## config.mk

```make
export PLATFORM = sky130hd
export DESIGN_NAME = trigger_position_control
export DESIGN_NICKNAME = d
export VERILOG_FILES = /design/src/include/trig_pos_pkg.sv /design/src/rtl/trigger_position_control.sv
export VERILOG_INCLUDE_DIRS = /design/src /design/src/include
export SDC_FILE = /design/constraint.sdc
export NUM_CORES = 1
export LEC_CHECK = 0
export ABC_AREA = 1
export BUFFER_PORTS_ARGS = -buffer_cell sky130_fd_sc_hd__buf_2
export CAP_MARGIN = 20
export CORE_UTILIZATION = 60
export CTS_CLUSTER_DIAMETER = 100
export DETAILED_ROUTE_END_ITERATION = 10
export PLACE_DENSITY = 0.84
export SETUP_SLACK_MARGIN = 0.5
export SLEW_MARGIN = 0
export SYNTH_ARGS = -nofsm -noshare
export SYNTH_HDL_FRONTEND = slang
export SYNTH_SLANG_ARGS = --single-unit
```

## constraint.sdc

```tcl
create_clock -name clk -period 6.1 [get_ports clk]
set_clock_uncertainty 0.1 [all_clocks]
set_input_delay 0.305 -clock clk [delete_from_list [all_inputs] [get_ports clk]]
set_output_delay 0.305 -clock clk [all_outputs]
set_load 0.01 [all_outputs]
```

## src/include/trig_pos_regs.svh

```systemverilog
// Purpose: Offsets, fields, reset values and counts for trigger position control
// Assumes: APB with 32-bit data, one aligned word per register
// Notes: Included by the design file and the bench
`ifndef TRIG_POS_REGS_SVH
`define TRIG_POS_REGS_SVH

// Register byte offsets
`define OFF_CTRL 12'h000
`define OFF_POS 12'h004
`define OFF_SAMPLES 12'h008
`define OFF_VIDEO 12'h00c
`define OFF_LED 12'h010
`define OFF_STATUS 12'h014
`define OFF_IRQ_STAT 12'h018
`define OFF_IRQ_MASK 12'h01c
`define OFF_TRIG_TIME 12'h020
`define OFF_TRIG_ADDR 12'h024

// Control fields
`define CTRL_ARM 0
`define CTRL_SRC_LO 1
`define CTRL_SRC_HI 3
`define CTRL_EXT 4
`define CTRL_SLOPE_NEG 5
`define CTRL_COUPLE_AC 6
`define CTRL_VIDEO 7
`define CTRL_ABORT 8

// Video fields
`define VID_LINE_HI 9
`define VID_FIELD_ODD 10
`define VID_STD_525 11

// Led fields
`define LED_OVERRIDE 0
`define LED_RED 1
`define LED_GREEN 2

// Interrupt bits
`define IRQ_TRIG 0
`define IRQ_DONE 1

// Positioning and memory
`define POS_STEP_LOG2 4
`define MEM_AW 16
`define POST_MAX_SAMPLES 32'd100000000
`define CH_NUM 8

// Interpolator: 0.2 % of a sample interval is 1/500
`define INTERP_STEPS 10'd500

// Reset values
`define RST_CTRL 32'h0000_0000
`define RST_SAMPLES 32'h0000_1000

`endif

```

## src/include/trig_pos_pkg.sv

```systemverilog
// Purpose: Types for trigger position control
// Assumes: Header holds all numbers
// Notes: State machine of the acquisition sequencer
package trig_pos_pkg;
    // Acquisition sequencer states
    typedef enum logic [2:0] {
        ST_IDLE,
        ST_FILL,
        ST_ARMED,
        ST_DELAY,
        ST_STORE,
        ST_DONE
    } acq_state_t;
endpackage

```

## src/rtl/trigger_position_control.sv

```systemverilog
// Purpose: Trigger select, slope, video trigger, pre/post positioning, indicator
// Assumes: Comparator and sync separator outputs are synchronous to clk (sample clock)
// Notes: Analog coupling and level tracking live outside; this block drives their selects
//
// Decided for this implementation: register access over APB and the address map.
`timescale 1ns/1ns
`include "trig_pos_regs.svh"

module trigger_position_control
    import trig_pos_pkg::*;
(
    // Clock and reset
    input wire logic clk,
    input wire logic reset_n,
    // APB slave
    input wire logic psel,
    input wire logic penable,
    input wire logic pwrite,
    input wire logic [11:0] paddr,
    input wire logic [31:0] pwdata,
    output logic [31:0] prdata,
    output logic pready,
    output logic pslverr,
    // Comparator outputs, one per channel plus external
    input wire logic [`CH_NUM-1:0] chan_above,
    input wire logic ext_above,
    // Video sync separator
    input wire logic vid_line_start,
    input wire logic vid_field_odd,
    // Fine phase of trigger within sample, in interpolator steps
    input wire logic [9:0] interp_phase,
    // Readout done from acquisition memory side
    input wire logic readout_done,
    // Analog front-end selects
    output logic couple_ac,
    output logic auto_level,
    // Memory write side
    output logic mem_we,
    output logic [`MEM_AW-1:0] mem_addr,
    // Indicator and interrupt
    output logic led_green,
    output logic led_red,
    output logic irq
);

    // Software registers
    logic [31:0] ctrl_ff;
    logic [31:0] pos_ff; // Signed: positive post, negative pre
    logic [31:0] samples_ff;
    logic [31:0] video_ff;
    logic [2:0] led_ff;
    logic [1:0] irq_stat_ff;
    logic [1:0] irq_mask_ff;
    // Sequencer state
    acq_state_t state_ff;
    logic [31:0] cnt_ff;
    logic [`MEM_AW-1:0] wr_ptr_ff;
    logic [`MEM_AW-1:0] trig_addr_ff;
    logic [9:0] trig_time_ff;
    logic level_d_ff;
    logic [9:0] line_cnt_ff;
    logic field_ok_ff;
    logic armed_led_ff;
    logic done_led_ff;

    // APB decode
    logic wr_en;
    logic rd_en;
    assign wr_en = psel && penable && pwrite;
    assign rd_en = psel && penable && !pwrite;
    assign pready = 1'b1;

    // Address is mapped if it hits any register
    function automatic logic mapped(input logic [11:0] a);
        mapped = (a <= `OFF_TRIG_ADDR) && (a[1:0] == 2'b00);
    endfunction

    assign pslverr = psel && penable && !mapped(paddr);

    // Chosen trigger level from channel or external, never other inputs
    logic src_level;
    always_comb begin
        if (ctrl_ff[`CTRL_EXT] || ctrl_ff[`CTRL_VIDEO]) begin
            src_level = ext_above;
        end else begin
            src_level = chan_above[ctrl_ff[`CTRL_SRC_HI:`CTRL_SRC_LO]];
        end
    end

    // Edge detection on the selected level
    logic edge_hit;
    assign edge_hit = ctrl_ff[`CTRL_SLOPE_NEG] ? (level_d_ff && !src_level)
                                               : (!level_d_ff && src_level);

    // Video trigger: line counter matched, field parity matched
    logic vid_hit;
    logic [9:0] lines_per_field;
    assign lines_per_field = video_ff[`VID_STD_525] ? 10'd263 : 10'd313;
    assign vid_hit = vid_line_start && field_ok_ff
                     && (line_cnt_ff == video_ff[`VID_LINE_HI:0]);

    logic trig_evt;
    assign trig_evt = ctrl_ff[`CTRL_VIDEO] ? vid_hit : edge_hit;

    // Coupling selects; video forces AC
    assign couple_ac = ctrl_ff[`CTRL_COUPLE_AC] || ctrl_ff[`CTRL_VIDEO];
    assign auto_level = couple_ac;

    // Positioning in 16-sample steps
    logic pos_neg;
    logic [31:0] pre_cnt;
    logic [31:0] post_cnt;
    logic [31:0] pos_mag;
    assign pos_neg = pos_ff[31];
    assign pos_mag = pos_neg ? (32'd0 - pos_ff) : pos_ff;
    // Clamp pre to window, post to the maximum, and drop the low step bits
    always_comb begin
        pre_cnt = 32'd0;
        post_cnt = 32'd0;
        if (pos_neg) begin
            pre_cnt = (pos_mag > samples_ff) ? samples_ff : pos_mag;
            pre_cnt = {pre_cnt[31:`POS_STEP_LOG2], 4'h0};
        end else begin
            post_cnt = (pos_mag > `POST_MAX_SAMPLES) ? `POST_MAX_SAMPLES : pos_mag;
            post_cnt = {post_cnt[31:`POS_STEP_LOG2], 4'h0};
        end
    end

    // Samples stored after the trigger
    logic [31:0] after_cnt;
    assign after_cnt = samples_ff - pre_cnt;

    // Register writes for control and configuration
    always_ff @(posedge clk) begin
        if (!reset_n) begin
            ctrl_ff <= `RST_CTRL;
            pos_ff <= 32'h0000_0000;
            samples_ff <= `RST_SAMPLES;
            video_ff <= 32'h0000_0000;
            led_ff <= 3'h0;
            irq_mask_ff <= 2'h0;
        end else begin
            // Arm and abort are self-clearing strobes
            ctrl_ff[`CTRL_ARM] <= 1'b0;
            ctrl_ff[`CTRL_ABORT] <= 1'b0;
            if (wr_en && paddr == `OFF_CTRL) begin
                ctrl_ff <= pwdata;
            end else if (wr_en && paddr == `OFF_POS) begin
                pos_ff <= pwdata;
            end else if (wr_en && paddr == `OFF_SAMPLES) begin
                samples_ff <= pwdata;
            end else if (wr_en && paddr == `OFF_VIDEO) begin
                video_ff <= pwdata;
            end else if (wr_en && paddr == `OFF_LED) begin
                led_ff <= pwdata[2:0];
            end else if (wr_en && paddr == `OFF_IRQ_MASK) begin
                irq_mask_ff <= pwdata[1:0];
            end
        end
    end

    // Previous level for edge detection
    always_ff @(posedge clk) begin
        if (!reset_n) begin
            level_d_ff <= 1'b0;
        end else begin
            level_d_ff <= src_level;
        end
    end

    // Video line counter within a field, field parity latch
    always_ff @(posedge clk) begin
        if (!reset_n) begin
            line_cnt_ff <= 10'h000;
            field_ok_ff <= 1'b0;
        end else if (vid_line_start) begin
            if (line_cnt_ff >= lines_per_field - 10'd1) begin
                line_cnt_ff <= 10'h000;
                field_ok_ff <= (vid_field_odd == video_ff[`VID_FIELD_ODD]);
            end else begin
                line_cnt_ff <= line_cnt_ff + 10'd1;
            end
        end
    end

    // Acquisition sequencer
    logic seq_done_evt;
    logic seq_trig_evt;
    always_ff @(posedge clk) begin
        if (!reset_n) begin
            state_ff <= ST_IDLE;
            cnt_ff <= 32'h0000_0000;
            wr_ptr_ff <= '0;
            trig_addr_ff <= '0;
            trig_time_ff <= 10'h000;
        end else if (ctrl_ff[`CTRL_ABORT]) begin
            state_ff <= ST_IDLE;
        end else begin
            case (state_ff)
                ST_IDLE: begin
                    if (ctrl_ff[`CTRL_ARM]) begin
                        wr_ptr_ff <= '0;
                        cnt_ff <= pre_cnt;
                        state_ff <= (pre_cnt == 32'd0) ? ST_ARMED : ST_FILL;
                    end
                end
                // Fill the pre-trigger part before accepting a trigger
                ST_FILL: begin
                    wr_ptr_ff <= wr_ptr_ff + 1'b1;
                    if (cnt_ff <= 32'd1) begin
                        state_ff <= ST_ARMED;
                    end
                    cnt_ff <= cnt_ff - 32'd1;
                end
                ST_ARMED: begin
                    if (pre_cnt != 32'd0) begin
                        wr_ptr_ff <= wr_ptr_ff + 1'b1;
                    end
                    if (trig_evt) begin
                        trig_time_ff <= (interp_phase >= `INTERP_STEPS)
                            ? (`INTERP_STEPS - 10'd1) : interp_phase;
                        trig_addr_ff <= wr_ptr_ff;
                        if (post_cnt != 32'd0) begin
                            cnt_ff <= post_cnt;
                            state_ff <= ST_DELAY;
                        end else begin
                            cnt_ff <= after_cnt;
                            state_ff <= (after_cnt == 32'd0) ? ST_DONE : ST_STORE;
                        end
                    end
                end
                // Post delay elapses without storing
                ST_DELAY: begin
                    cnt_ff <= cnt_ff - 32'd1;
                    if (cnt_ff == 32'd1) begin
                        cnt_ff <= samples_ff;
                        state_ff <= ST_STORE;
                    end
                end
                // Remaining samples after the trigger then stop
                ST_STORE: begin
                    wr_ptr_ff <= wr_ptr_ff + 1'b1;
                    cnt_ff <= cnt_ff - 32'd1;
                    if (cnt_ff <= 32'd1) begin
                        state_ff <= ST_DONE;
                    end
                end
                ST_DONE: begin
                    if (readout_done) begin
                        state_ff <= ST_IDLE;
                    end
                end
                default: state_ff <= ST_IDLE;
            endcase
        end
    end

    assign seq_trig_evt = (state_ff == ST_ARMED) && trig_evt && !ctrl_ff[`CTRL_ABORT];
    // Full pre-trigger goes straight from armed to done, so it must raise done too
    assign seq_done_evt = !ctrl_ff[`CTRL_ABORT]
                          && (((state_ff == ST_STORE) && (cnt_ff <= 32'd1))
                              || (seq_trig_evt && (post_cnt == 32'd0)
                                  && (after_cnt == 32'd0)));

    // Memory write port follows the sequencer
    assign mem_we = (state_ff == ST_FILL) || (state_ff == ST_STORE)
                    || ((state_ff == ST_ARMED) && (pre_cnt != 32'd0));
    assign mem_addr = wr_ptr_ff;

    // Indicator state from the sequencer, registered
    always_ff @(posedge clk) begin
        if (!reset_n) begin
            armed_led_ff <= 1'b0;
            done_led_ff <= 1'b0;
        end else begin
            armed_led_ff <= (state_ff == ST_ARMED);
            done_led_ff <= (state_ff == ST_DONE);
        end
    end

    // Override selects the programmed colour
    assign led_green = led_ff[`LED_OVERRIDE] ? led_ff[`LED_GREEN] : armed_led_ff;
    assign led_red = led_ff[`LED_OVERRIDE] ? led_ff[`LED_RED] : done_led_ff;

    // Sticky interrupt status; a set beats a write-one clear
    always_ff @(posedge clk) begin
        if (!reset_n) begin
            irq_stat_ff <= 2'h0;
        end else begin
            irq_stat_ff[`IRQ_TRIG] <= seq_trig_evt
                || (irq_stat_ff[`IRQ_TRIG]
                    && !(wr_en && paddr == `OFF_IRQ_STAT && pwdata[`IRQ_TRIG]));
            irq_stat_ff[`IRQ_DONE] <= seq_done_evt
                || (irq_stat_ff[`IRQ_DONE]
                    && !(wr_en && paddr == `OFF_IRQ_STAT && pwdata[`IRQ_DONE]));
        end
    end

    assign irq = |(irq_stat_ff & irq_mask_ff);

    // Read data, registered for the zero-wait answer
    always_ff @(posedge clk) begin
        if (!reset_n) begin
            prdata <= 32'h0000_0000;
        end else if (psel && !penable && !pwrite) begin
            if (paddr == `OFF_CTRL) begin
                prdata <= ctrl_ff;
            end else if (paddr == `OFF_POS) begin
                prdata <= pos_ff;
            end else if (paddr == `OFF_SAMPLES) begin
                prdata <= samples_ff;
            end else if (paddr == `OFF_VIDEO) begin
                prdata <= video_ff;
            end else if (paddr == `OFF_LED) begin
                prdata <= {29'h0, led_ff};
            end else if (paddr == `OFF_STATUS) begin
                prdata <= {29'h0, state_ff};
            end else if (paddr == `OFF_IRQ_STAT) begin
                prdata <= {30'h0, irq_stat_ff};
            end else if (paddr == `OFF_IRQ_MASK) begin
                prdata <= {30'h0, irq_mask_ff};
            end else if (paddr == `OFF_TRIG_TIME) begin
                prdata <= {22'h0, trig_time_ff};
            end else if (paddr == `OFF_TRIG_ADDR) begin
                prdata <= {16'h0, trig_addr_ff};
            end else begin
                prdata <= 32'h0000_0000;
            end
        end
    end

    // Checks
    step_align_a: assert property (@(posedge clk) disable iff (!reset_n)
        pre_cnt[3:0] == 4'h0 && post_cnt[3:0] == 4'h0)
        else $error("position not in 16-sample steps");
    video_ac_a: assert property (@(posedge clk) disable iff (!reset_n)
        ctrl_ff[`CTRL_VIDEO] |-> couple_ac && auto_level)
        else $error("video trigger without ac coupling");
    pre_window_a: assert property (@(posedge clk) disable iff (!reset_n)
        pre_cnt <= samples_ff)
        else $error("pre-trigger beyond window");
    post_max_a: assert property (@(posedge clk) disable iff (!reset_n)
        post_cnt <= `POST_MAX_SAMPLES)
        else $error("post delay beyond maximum");
    delay_nostore_a: assert property (@(posedge clk) disable iff (!reset_n)
        state_ff == ST_DELAY |-> !mem_we)
        else $error("storing during post delay");
    trig_time_a: assert property (@(posedge clk) disable iff (!reset_n)
        seq_trig_evt |=> trig_time_ff < `INTERP_STEPS)
        else $error("trigger time out of range");
    led_green_a: assert property (@(posedge clk) disable iff (!reset_n)
        (state_ff == ST_ARMED && !led_ff[`LED_OVERRIDE]) ##1 !led_ff[`LED_OVERRIDE]
        |-> led_green)
        else $error("green not shown while armed");
    led_red_a: assert property (@(posedge clk) disable iff (!reset_n)
        (state_ff == ST_DONE) ##1 !led_ff[`LED_OVERRIDE] |-> led_red)
        else $error("red not shown when done");
    done_stop_a: assert property (@(posedge clk) disable iff (!reset_n)
        state_ff == ST_DONE |-> !mem_we)
        else $error("writing after acquisition done");
    // Direction of the level change must match the programmed slope
    slope_a: assert property (@(posedge clk) disable iff (!reset_n)
        (!ctrl_ff[`CTRL_VIDEO] && edge_hit)
        |-> (src_level == !ctrl_ff[`CTRL_SLOPE_NEG])
            && (level_d_ff == ctrl_ff[`CTRL_SLOPE_NEG]))
        else $error("edge in the wrong direction");
    done_irq_a: assert property (@(posedge clk) disable iff (!reset_n)
        seq_done_evt |=> irq_stat_ff[`IRQ_DONE])
        else $error("done flag not raised at end of record");
    cov_pre_c: cover property (@(posedge clk) state_ff == ST_FILL ##[1:50] state_ff == ST_DONE);
    cov_post_c: cover property (@(posedge clk) state_ff == ST_DELAY ##1 state_ff == ST_STORE);
    cov_vid_c: cover property (@(posedge clk) ctrl_ff[`CTRL_VIDEO] && seq_trig_evt);
    cov_full_pre_c: cover property (@(posedge clk)
        seq_trig_evt && post_cnt == 32'd0 && after_cnt == 32'd0);

endmodule // trigger_position_control

```

# Yosys cells after proc, flatten, opt, wreduce, memory -nomap -nowiden
# Cells that the tools add are included.
[totals]
wordCells = 174
output_inout_bits = 56
ff_bits = 258
inputBits = 71
[classes]
n_eq_ne = 24
n_lt_le_gt_ge = 7
n_addsub = 6
reduce_logical = 67
n_mux = 43
bitwise_logic = 8
[ops]
columns = ["operator", "n"]
rows = [
  ["2-to-1 mux 32 bit", 13],
  ["2-to-1 mux 16 bit", 8],
  ["one-hot mux 32 bit (4 select lines)", 1],
  ["logical NOT 32 bit", 3],
  ["nonzero test 32 bit", 2],
  ["equality test 12 x 5 -> 1 bit, second input constant", 4],
  ["one-hot mux 16 bit (3 select lines)", 1],
  ["equality test 32 x 1 -> 1 bit, second input constant", 1],
  ["greater-than comparator 32 x 27 -> 1 bit, second input constant", 1],
  ["greater-than comparator 32 bit", 1],
  ["<= comparator 32 x 1 -> 1 bit, second input constant", 1],
  ["subtractor 1 x 32 -> 32 bit, first input constant", 1],
  ["subtractor 32 x 1 -> 32 bit, second input constant", 1],
  ["subtractor 32 bit", 1],
  ["logical AND 1 bit", 28],
  ["equality test 12 x 4 -> 1 bit, second input constant", 2],
  ["equality test 12 x 6 -> 1 bit, second input constant", 2],
  ["2-to-1 mux 3 bit", 7],
  ["2-to-1 mux 10 bit", 2],
  ["one-hot mux 3 bit (6 select lines)", 1],
  ["adder 16 x 1 -> 16 bit, second input constant", 1],
  ["inequality test 2 bit, second input constant", 7],
  ["equality test 12 x 3 -> 1 bit, second input constant", 1],
  ["<= comparator 12 x 6 -> 1 bit, second input constant", 1],
  ["29 further kinds", 64],
]

# Longest topological paths before layout
# Gate-level depths: netlist of the first run.
[depth]
depth_word = 14
ltp_mapped = 43

# Worst setup path after synthesis of the first run
# OpenSTA, ideal clock, no wires.
[synth_path]
path_kind = "reg2reg"
start = "register pos_ff[0]"
end = "register irq_stat_ff[1]"
n_path_buf = 2
t_arrival_ns = 5.240
required_time_ns = 5.926
slack_ns = 0.685
path_stages_with_launch = 40
setup_time_ns = 0.074
period_less_slack_ns = 5.415
path_cell_list = "dfxtp_1 > inv_1 > ha_1 > nand2_2 > nor2_4 > nand2_2 > nand2_2 > buf_6 > nand2_1 > xor2_2 > ha_1 > nand2_1 > nor4_1 > nand2_1 > nand2_1 > nand2_1 > nand2_1 > nand2_1 > [... 4 more ...] > a21oi_1 > nor2_1 > nor2_1 > nand2_1 > a21boi_0 > o21ai_0 > nand2_1 > nand2_1 > a21o_1 > a21o_1 > or2_2 > nand2_1 > nand3b_1 > nor3_1 > nand4_1 > nand2_1 > nand2_1 > o21ai_0"
[synth_via]
elab_chain_len = 11
word_cells_on_any_way = 16
cone_classes = "add/sub: 2; order compare: 2; mux: 5; reduce/logical: 7"
[synth_rtl]
columns = ["item", "line_no", "source"]
rows = [
  ["from (decl)", "trigger_position_control.sv:48", "logic [31:0] pos_ff;"],
  ["from (signal assigned)", "trigger_position_control.sv:149", "pos_ff <= pwdata;"],
  ["subtractor 1 x 32 -> 32 bit", "trigger_position_control.sv:115", "assign pos_mag = pos_neg ? (32'd0 - pos_ff) : pos_ff;"],
  ["2-to-1 mux 32 bit *", "trigger_position_control.sv:115", ""],
  ["greater-than comparator 32 bit / greater-than comparator 32 x 27 -> 1 bit (equally long branches)", "n/a", ""],
  ["2-to-1 mux 32 bit (on tied branches)", "trigger_position_control.sv:121, trigger_position_control.sv:124", ""],
  ["2-to-1 mux 32 bit", "trigger_position_control.sv:120", "if (pos_neg) begin"],
  ["subtractor 32 bit / logical NOT 32 bit (equally long branches)", "trigger_position_control.sv:131, trigger_position_control.sv:262", ""],
  ["logical NOT 32 bit / logical AND 1 bit (equally long branches)", "trigger_position_control.sv:263, trigger_position_control.sv:262", ""],
  ["logical AND 1 bit *", "trigger_position_control.sv:263", "&& (after_cnt == 32'd0)));"],
  ["logical OR 1 bit *", "trigger_position_control.sv:262", "|| (seq_trig_evt && (post_cnt == 32'd0)"],
  ["logical AND 1 bit *", "trigger_position_control.sv:260", "assign seq_done_evt = !ctrl_ff[`CTRL_ABORT]"],
  ["logical OR 1 bit *", "trigger_position_control.sv:293", "irq_stat_ff[`IRQ_DONE] <= seq_done_evt"],
  ["to (signal, indexed assignment)", "trigger_position_control.sv:290", "irq_stat_ff[`IRQ_TRIG] <= seq_trig_evt"],
  ["to (signal, indexed assignment)", "trigger_position_control.sv:293", ""],
  ["to (decl)", "trigger_position_control.sv:52", "logic [1:0] irq_stat_ff;"],
]
# Every way passes the cells marked *; elsewhere a longest branch is shown, timed or not.
# A chain may end at the register's enable or synchronous reset.

# Worst setup path after layout of the first run
[layout_path]
start = "register pos_ff[2]"
end = "register state_ff[0]"
[layout_via]
elab_chain_len = 11
word_cells_on_any_way = 18
cone_classes = "add/sub: 2; order compare: 2; mux: 11; reduce/logical: 3"
[layout_rtl]
columns = ["item", "line_no", "source"]
rows = [
  ["subtractor 1 x 32 -> 32 bit", "trigger_position_control.sv:115", ""],
  ["2-to-1 mux 32 bit *", "trigger_position_control.sv:115", ""],
  ["greater-than comparator 32 bit", "trigger_position_control.sv:121", "pre_cnt = (pos_mag > samples_ff) ? samples_ff : pos_mag;"],
  ["2-to-1 mux 32 bit", "trigger_position_control.sv:121", ""],
  ["2-to-1 mux 32 bit", "trigger_position_control.sv:120", ""],
  ["subtractor 32 bit", "trigger_position_control.sv:131", "assign after_cnt = samples_ff - pre_cnt;"],
  ["logical NOT 32 bit", "trigger_position_control.sv:228", "state_ff <= (after_cnt == 32'd0) ? ST_DONE : ST_STORE;"],
  ["2-to-1 mux 1 bit", "trigger_position_control.sv:228", ""],
  ["2-to-1 mux 3 bit", "trigger_position_control.sv:223", "if (post_cnt != 32'd0) begin"],
  ["2-to-1 mux 3 bit", "trigger_position_control.sv:219", "if (trig_evt) begin"],
  ["one-hot mux 3 bit (6 select lines) *", "trigger_position_control.sv:199", "case (state_ff)"],
  ["to (signal assigned)", "trigger_position_control.sv:204", "state_ff <= (pre_cnt == 32'd0) ? ST_ARMED : ST_FILL;"],
  ["to (signal assigned)", "trigger_position_control.sv:228", ""],
  ["to (decl)", "trigger_position_control.sv:55", "acq_state_t state_ff;"],
]
# Every way passes the cells marked *; elsewhere a longest branch is shown, timed or not. The select of a mux whose other input is x is not followed.

==> results of run 1 <==
==> area by class of cell <==
cell class	count	area, um2
Inverter	308	1160
Fill cell	2227	6750
Multi-Input combinational cell	1886	11100
Clock buffer	37	796
Sequential cell	258	5180
Timing Repair Buffer	300	2100
Clock inverter	17	265
Tap cell	378	473
==> cell families (layout without fill, tap and decap cells) <==
group | after synthesis | in the layout
adder cells (fa/ha/maj) | 73 | 73
other | 1 | 1
XOR/XNOR | 77 | 77
multiplexers | 1 | 1
flip-flops | 258 | 258
AO/OA/AOI/OAI | 749 | 749
AND/OR/NAND/NOR | 984 | 985
buffers and inverters | 427 | 662
==> registers in the layout, indices dropped and copies added, names as in the netlist <==
register,flops
cnt_ff,32
mem_addr,16
done_led_ff,1
state_ff,3
level_d_ff,1
ctrl_ff,32
prdata,32
field_ok_ff,1
led_ff,3
pos_ff,32
line_cnt_ff,10
samples_ff,32
video_ff,32
armed_led_ff,1
trig_addr_ff,16
trig_time_ff,10
irq_mask_ff,2
irq_stat_ff,2
==> Yosys cell counts (all sizes together) (2+ instances only) <==
| cell type | count |
|---|---|
| a2111oi | 2 |
| a211oi | 15 |
| a21boi | 2 |
| a21o | 7 |
| a21oi | 341 |
| a221oi | 20 |
| a31oi | 5 |
| buf | 22 |
| clkbuf | 97 |
| clkinv | 6 |
| dfxtp | 258 |
| ha | 72 |
| inv | 302 |
| nand2 | 471 |
| nand3 | 127 |
| nand3b | 8 |
| nand4 | 53 |
| nor2 | 240 |
| nor3 | 58 |
| nor3b | 4 |
| nor4 | 14 |
| o2111ai | 5 |
| o211ai | 23 |
| o21a | 3 |
| o21ai | 269 |
| o21bai | 2 |
| o221ai | 25 |
| o22ai | 22 |
| or2 | 4 |
| xnor2 | 24 |
| xor2 | 53 |
==> what timing repair did <==
| item | 4_1_cts | 5_1_grt |
|---|---|---|
| gates cloned | 0 | 2 |
| hold buffers | 33 | 0 |
| pin swaps | 21 | 88 |
| setup endpoints to repair | 7 | 31 |
| gates resized for setup | 49 | 181 |
| buffers inserted | 30 | 48 |
| hold endpoints to repair | 69 | 0 |
==> metal layers <==
metal  GRT usage [%]  part of all wire, %
met5               0                0.020
met3            7.98                   12
met1            60.1                   42
met2            61.8                   42
met4            15.6                  4.2
==> power breakdown <==
group          internal, mW  switching [mW]
clock                  1.18           0.774
sequential             1.69         0.00322
combinational        0.0506          0.0958
total                  2.92           0.873
==> per-stage QoR <==
| stage | instances | power, mW | cell area [um2] |
|---|---|---|---|
| global route | 3184 | 3.87 | 21000 |
| floorplan | 2570 | 1.79 | 16900 |
| finish | 3184 | 3.79 | 21000 |
| detailed placement | 3015 | 1.85 | 18000 |
| CTS | 3132 | 3.78 | 19800 |
| global placement | 3015 | 1.85 | 18000 |
==> worst register-to-register path, delay by kind of cell (launching register included) <==
| kind | cells | cell delay [ns] |
|---|---|---|
| AOI/OAI and AO/OA | 6 | 0.92 |
| xor gates and xnor gates | 1 | 0.23 |
| adders and majority gates | 2 | 0.62 |
| buffers and inverters | 5 | 0.57 |
| DFF | 1 | 0.38 |
| and+or+nand+nor | 23 | 2.86 |
==> worst max-delay path by stage <==
| stage | start | to | depth (start not counted) |
|---|---|---|---|
| CTS | pos_ff[0] | state_ff[0] | 35 |
| floorplan | pos_ff[0] | irq_stat_ff[1] | 39 |
| finish | pos_ff[2] | state_ff[0] | 37 |
| detailed placement | pos_ff[1] | state_ff[0] | 37 |
| global placement | pos_ff[1] | state_ff[0] | 37 |
| global route | pos_ff[2] | state_ff[0] | 36 |
==> cell usage in the layout, fill, tap and decap left out, types with 16 or more instances in the layout <==
cell type                       count
sky130_fd_sc_hd__nor3_1            42
sky130_fd_sc_hd__buf_4            132
sky130_fd_sc_hd__nand2_2           41
sky130_fd_sc_hd__nor2_1           216
sky130_fd_sc_hd__o211ai_1          23
sky130_fd_sc_hd__o21ai_0          230
sky130_fd_sc_hd__ha_4              19
sky130_fd_sc_hd__nand3_1          104
sky130_fd_sc_hd__dlygate4sd3_1     33
sky130_fd_sc_hd__a21oi_2           19
sky130_fd_sc_hd__ha_1              50
sky130_fd_sc_hd__buf_2            125
sky130_fd_sc_hd__o221ai_1          25
sky130_fd_sc_hd__nand2_1          415
sky130_fd_sc_hd__a221oi_1          20
sky130_fd_sc_hd__o22ai_1           22
sky130_fd_sc_hd__inv_1            286
sky130_fd_sc_hd__a21oi_1          321
sky130_fd_sc_hd__o21ai_1           23
sky130_fd_sc_hd__xor2_1            45
sky130_fd_sc_hd__nand4_1           52
sky130_fd_sc_hd__dfxtp_1          252
sky130_fd_sc_hd__nand3_2           20
sky130_fd_sc_hd__clkbuf_16         30
sky130_fd_sc_hd__nor3_2            16
sky130_fd_sc_hd__xnor2_1           22
==> key figures, run 1 <==
Critical path
  – Critical Setup Path Class: reg -> reg
  – Worst-path maximum fanout: 9
  – Buffers and inverters on the worst path: 5
  – Worst Reg-to-Reg Cells: 37
  – Arrival time of the worst setup path: between 6 and 7 ns
  – Cell seen most often among critical-path stages: sky130_fd_sc_hd__nor2_4
  – Kind of cell adding the most delay to the critical path: simple AND/OR/NAND/NOR gates
  – Critical path startpoint category: flip-flop
  – Critical path's largest stage delay: around 0.40 ns
  – Kind of end point of the critical path: flip-flop
  – Minimum setup slack among reg-to-reg paths: 0.38 ns
  – Cell with the biggest individual delay on the critical path: sky130_fd_sc_hd__ha_1
  – Reg-to-Reg End: state_ff[0]
  – Worst Path Required: around 6.5 ns
  – Reg2Reg Launch Point: pos_ff[2]

CTS
  – Clock transition at the registers of the reported paths: approximately 0.06 ns
  – Clock Tree Buf Depth: 3
  – Root cell of the clock tree: sky130_fd_sc_hd__clkbuf_16
  – Clk sinks: between 200 and 300
  – CTS tree: built
  – Clock latency on the worst-skew pair: 0.58 ns
  – Number of buffers created by CTS: 29
  – H-tree levels: 1

Synthesis
  – Mux share of post-synthesis cell area: less than 1%
  – Count of different cell masters after synthesis: between 60 and 70
  – Area share of fa/ha/maj cells after synthesis: under 10%
  – Xor-xnor portion of the synthesized cell area: 4.08%
  – Synthesized area divided by synthesized cell count: approximately 6.6 um2
  – Yosys reg bits: ~260
  – Sequential-to-total area share from yosys stat: about 30%
  – Commonest register cell after synthesis: sky130_fd_sc_hd__dfxtp_1
  – Net count after synthesis: around 2,700
  – Synthesized area: 16,900 um2
  – Leading post-synthesis cells by cell area: sky130_fd_sc_hd__dfxtp_1 (31%), sky130_fd_sc_hd__nand2_1 (10%), sky130_fd_sc_hd__a21oi_1 (10%)
  – Count of mapped cells out of synthesis: between 2,000 and 3,000
  – Fraction of registers with async set/reset: 0%
  – Simple-Gate Fraction of Synth Area: between 20% and 30%
  – Share of Yosys cell area claimed by the top area cell type: ~31%
  – Compound-gate portion of the synthesized area: approximately a quarter
  – Post-synthesis cell type with the largest combined area: sky130_fd_sc_hd__dfxtp_1
  – Count of yosys warnings during synthesis: 0
  – Main combinational cell family by area after synthesis: simple AND/OR/NAND/NOR gates
  – Number of enable flip-flop cells after synthesis: 0

Timing
  – Count of final setup violators: 0
  – Hold violation total from the final report: 1
  – Pins Over Slew Limit: 0
  – Final Worst Setup Slack: 0.382 ns
  – Setup tns final: 0 ns
  – Post-Route Hold Slack: -0.000676 ns
  – Final min period: between 5 and 6 ns
  – Max Clk Rate: 0.175 GHz
  – Post-route clock period utilization: between 90 and 100%
  – Unrepaired setup endpoints after global routing: true
  – Worst slew margin relative to its limit: between 15 and 20%
  – Worst-Margin Slew: roughly 1.2 ns

Layout
  – Fin nets: 2,927
  – Area added between synthesis and finish: 24.3%
  – Finished Core Util: 75.7%
  – Fraction of final layout cells sized beyond drive strength 1: about a fifth
  – Antenna cells: 0

Floorplanning
  – Total die area: 28,900 um2
  – Die Y-Extent: 170 um
  – Floorplan core area: about 28,000 um2
  – I/O pins: around 130
  – Die extent in x: 170 um
  – Starting Density: around three fifths
  – Row Count: 61

Worst hold path
  – Worst Hold Endpoint: samples_ff[21]
  – Number of cells on the worst hold path: 3
  – Worst min path class: in -> reg
  – Worst Hold Launch: pwdata[21]

Placement
  – Final estimated routing congestion in global placement: between 1 and 1.5
  – Number of port buffers: around 130
  – Dpl ws: between 0.03 and 0.04 ns
  – Final HPWL DP: roughly 46 mm

Routing
  – Average wire length per cell after detail routing: between 20 and 25 um
  – Post-DR vias/cell: 6.19
  – Final routed wirelength across all metal layers: 64.5 mm
  – DR vias: approximately 20,000
  – Remaining number of nets flagged by the antenna check after routing: 0
  – Iteration-0 DRC Markers: between 2,000 and 2,500
  – Pre-antenna DRT Iters: 8
  – DRC viols: 0

Power and ir drop
  – PD cells: 180 nW/um2
  – Leakage Power: between 8 and 9 nW
  – Max IR drop VDD: roughly 0.33 mV

Global route
  – Initial antenna violation count: 1
  – Largest net degree at the start of global routing: 84
  – Global routing usage summed across all routing layers: between 40% and 50%
  – Overflow after GRT: 0
  – First-pass GRT wire length: between 90 and 100 mm
  – Via count of the first global-routing pass: approximately 17,000

Run status
  – Violations in the final reports: negative hold slack
  – Run status: finished with violations

Job
  – Max Cap Viol: 0
(Power assumes the default switching activity.)
==> inputs of run 2 (changes only) <==
- CORE_UTILIZATION: 60 -> 50
- PLACE_DENSITY: 0.84 -> 0.72
- REMOVE_ABC_BUFFERS: default -> 1
- clock period: 6.1 -> 6.5 ns (I/O delays scaled with it)
==> key figures, run 2 (synthesis results as in run 1) <==
CTS
  – CTS tree: built (unchanged)
  – Root cell of the clock tree: sky130_fd_sc_hd__clkbuf_16 (unchanged)
  – Clk sinks: 258 (unchanged)
  – Clock transition at the registers of the reported paths: 0.06 ns (about the same)
  – Clock latency on the worst-skew pair: 0.61 ns (was 0.58 ns)
  – H-tree levels: 1 (unchanged)
  – Clock Tree Buf Depth: 3 (unchanged)
  – Number of buffers created by CTS: 30 (was 29)

Critical path
  – Worst-path maximum fanout: 11 (was 9)
  – Critical path startpoint category: flip-flop (unchanged)
  – Critical path's largest stage delay: 0.32 ns (was 0.40 ns)
  – Critical Setup Path Class: reg -> reg (unchanged)
  – Reg2Reg Launch Point: pos_ff[0] (was pos_ff[2])
  – Kind of end point of the critical path: flip-flop (unchanged)
  – Worst Path Required: 6.91 ns (was 6.52 ns)
  – Cell with the biggest individual delay on the critical path: sky130_fd_sc_hd__dfxtp_1 (was sky130_fd_sc_hd__ha_1)
  – Origin of the worst setup path: pos_ff[0] (was pos_ff[2])
  – Arrival time of the worst setup path: 6.28 ns (was 6.14 ns)

Routing
  – Final routed wirelength across all metal layers: 63.3 mm (was 64.5 mm)
  – DRC viols: 0 (unchanged)
  – DR vias: 18,900 (was 19,700)
  – Average wire length per cell after detail routing: 19.9 um (was 20.3 um)
  – Remaining number of nets flagged by the antenna check after routing: 0 (unchanged)
  – Post-DR vias/cell: 5.92 (was 6.19)
  – Pre-antenna DRT Iters: 8 (unchanged)
  – Iteration-0 DRC Markers: 2,205 (was 2,228)

Power and ir drop
  – Max IR drop VDD: 0.210 mV (was 0.334 mV)
  – Part of the power in the clock network: 51.8% (was 51.6%)
  – Pint: 2.74 mW (was 2.92 mW)
  – Leakage Power: 8.56 nW (was 8.97 nW)
  – Switching share of power: 23.4% (was 23.0%)
  – Part of the power in registers: 44.4% (was 44.6%)
  – P_sw: 0.836 mW (was 0.873 mW)
  – Combinational power share: 3.8% (was 3.9%)
  – PD cells: 178 nW/um2 (was 180 nW/um2)

Timing
  – Count of final setup violators: 0 (unchanged)
  – Post-route clock period utilization: 90.2% (was 93.7%)
  – Final Worst Setup Slack: 0.637 ns (was 0.382 ns)
  – Setup tns final: 0 ns (unchanged)
  – Final min period: 5.86 ns (was 5.72 ns)
  – Hold violation total from the final report: 0 (was 1)
  – Max Clk Rate: 0.171 GHz (was 0.175 GHz)
  – Worst-Margin Slew: 1.12 ns (was 1.24 ns)
  – Unrepaired setup endpoints after global routing: false (was true)
  – Worst slew margin relative to its limit: 24.9% (was 16.8%)
  – Pins Over Slew Limit: 0 (unchanged)

Placement
  – Final estimated routing congestion in global placement: 1.04 (was 1.06)
  – Final HPWL DP: 46.3 mm (was 45.6 mm)
  – Dpl ws: 0.221 ns (was 0.0374 ns)
  – Number of port buffers: 125 (unchanged)
  – Placement-stage cell area: 18,000 um2 (about the same)

Layout
  – Multi-input gate area: 10,400 um2 (was 11,100 um2)
  – Most used cells in the layout excluding fill and tap cells: sky130_fd_sc_hd__nand2_1 (441), sky130_fd_sc_hd__a21oi_1 (334), sky130_fd_sc_hd__inv_1 (291), sky130_fd_sc_hd__dfxtp_1 (255), sky130_fd_sc_hd__o21ai_0 (240) (was sky130_fd_sc_hd__nand2_1 (415), sky130_fd_sc_hd__a21oi_1 (321), sky130_fd_sc_hd__inv_1 (286), sky130_fd_sc_hd__dfxtp_1 (252), sky130_fd_sc_hd__o21ai_0 (230))
  – Sequential cell area: 5170 um2 (was 5180 um2)
  – Antenna cells: 0 (unchanged)
  – Fin nets: 2,864 (was 2,927)
  – Area added between synthesis and finish: 18.4% (was 24.3%)
  – Fraction of final layout cells sized beyond drive strength 1: 13.4% (was 19.3%)
  – Finished Core Util: 60.8% (was 75.7%)
  – Final Cell Area: 20,000 um2 (was 21,000 um2)
  – Leading cell type in the layout, fill and taps excluded: sky130_fd_sc_hd__nand2_1 (unchanged)
  – Filler Cells Inserted: 3,126 (was 2,227)

Floorplanning
  – Die Y-Extent: 186 um (was 170 um)
  – I/O pins: 127 (unchanged)
  – Total die area: 34,600 um2 (was 28,900 um2)
  – Die extent in x: 186 um (was 170 um)
  – Row Count: 66 (was 61)
  – Starting Density: 51.3% (was 60.9%)
  – Floorplan core area: 32,900 um2 (was 27,800 um2)

Global route
  – Overflow after GRT: 0 (unchanged)
  – Largest net degree at the start of global routing: 88 (was 84)
  – Global routing usage summed across all routing layers: 35.7% (was 41.9%)
  – First-pass GRT wire length: 95.4 mm (was 94.8 mm)
  – Via count of the first global-routing pass: 16,800 (was 17,200)
  – Initial antenna violation count: 0 (was 1)

Run status
  – Run status: completed (was finished with violations)

Worst hold path
  – Worst Hold Launch: pwdata[5] (was pwdata[21])
  – Worst min path class: in -> reg (unchanged)

Job
  – Max Cap Viol: 0 (unchanged)
==> run 2: cell types whose count changed in the layout (fill, tap and decap cells not counted), sizes merged <==
cell,before,now
nand2,472,471
clkinvlp,3,2
clkbuf,38,40
clkinv,12,14
bufinv,6,5
dlygate4sd3,33,41
buf,266,194
==> run 2: per-layer routing <==
| layer | vias up | part of all wire, % | track usage [%] |
|---|---|---|---|
| met5 | - | 0 | 0 |
| met4 | 0 | 2.3 | 10.4 |
| met3 | 102 | 9.9 | 4.73 |
| met2 | 953 | 43 | 53.3 |
| met1 | 8811 | 45 | 53.0 |
| li1 | 8999 | - | - |
==> run 2: through the flow <==
stage	power (mW)	hold slack, ns	std cells
after floorplan	1.67	0.304	2451
after global placement	1.73	0.336	3061
after detailed placement	1.74	0.343	3062
after CTS	3.58	0.0101	3159
after global routing	3.66	0.0464	3185
final	3.58	0.0200	3185
==> run 2: path summary, 6_finish.rpt <==
path	depth (start not counted)	to	slack (ns)
worst max-delay path	35	irq_stat_ff[1]	0.64
worst min-delay path	3	video_ff[5]	0.02
worst max register to register	35	irq_stat_ff[1]	0.64
worst min register to register	2	ctrl_ff[29]	0.35
==> run 2: worst max-delay path: cells and delay by family, from the launching register on <==
family,cells,cell delay (ns)
and+or+nand+nor,19,2.45
AOI/OAI and AO/OA,8,1.33
adders and majority gates,3,0.76
buffers and inverters,4,0.50
DFF,1,0.32
xor gates and xnor gates,1,0.29
==> run 2: power by group through the flow <==
stage	logic (mW)	registers, mW	clock network [mW]
floorplan	0.0457	1.62	0
finish	0.137	1.59	1.85
CTS	0.132	1.59	1.86
detailed placement	0.114	1.62	0
global route	0.149	1.59	1.92
global placement	0.111	1.62	0
==> run 2: cell type report <==
class,instances,area share [%]
Inverter,308,5.77
Clock buffer,38,4.15
Sequential cell,258,25.8
Tap cell,442,2.76
Multi-Input combinational cell,1885,52.1
Timing Repair Buffer,237,8.23
Clock inverter,17,1.19
==> run 2: timing repair <==
| item | 4_1_cts | 5_1_grt |
|---|---|---|
| gates resized for setup | 5 | 79 |
| hold endpoints to repair | 100 | 0 |
| cloned | 0 | 1 |
| pin swaps | 1 | 31 |
| hold buffers | 41 | 0 |
| setup endpoints to repair | 5 | 12 |
| setup buffers | 1 | 21 |
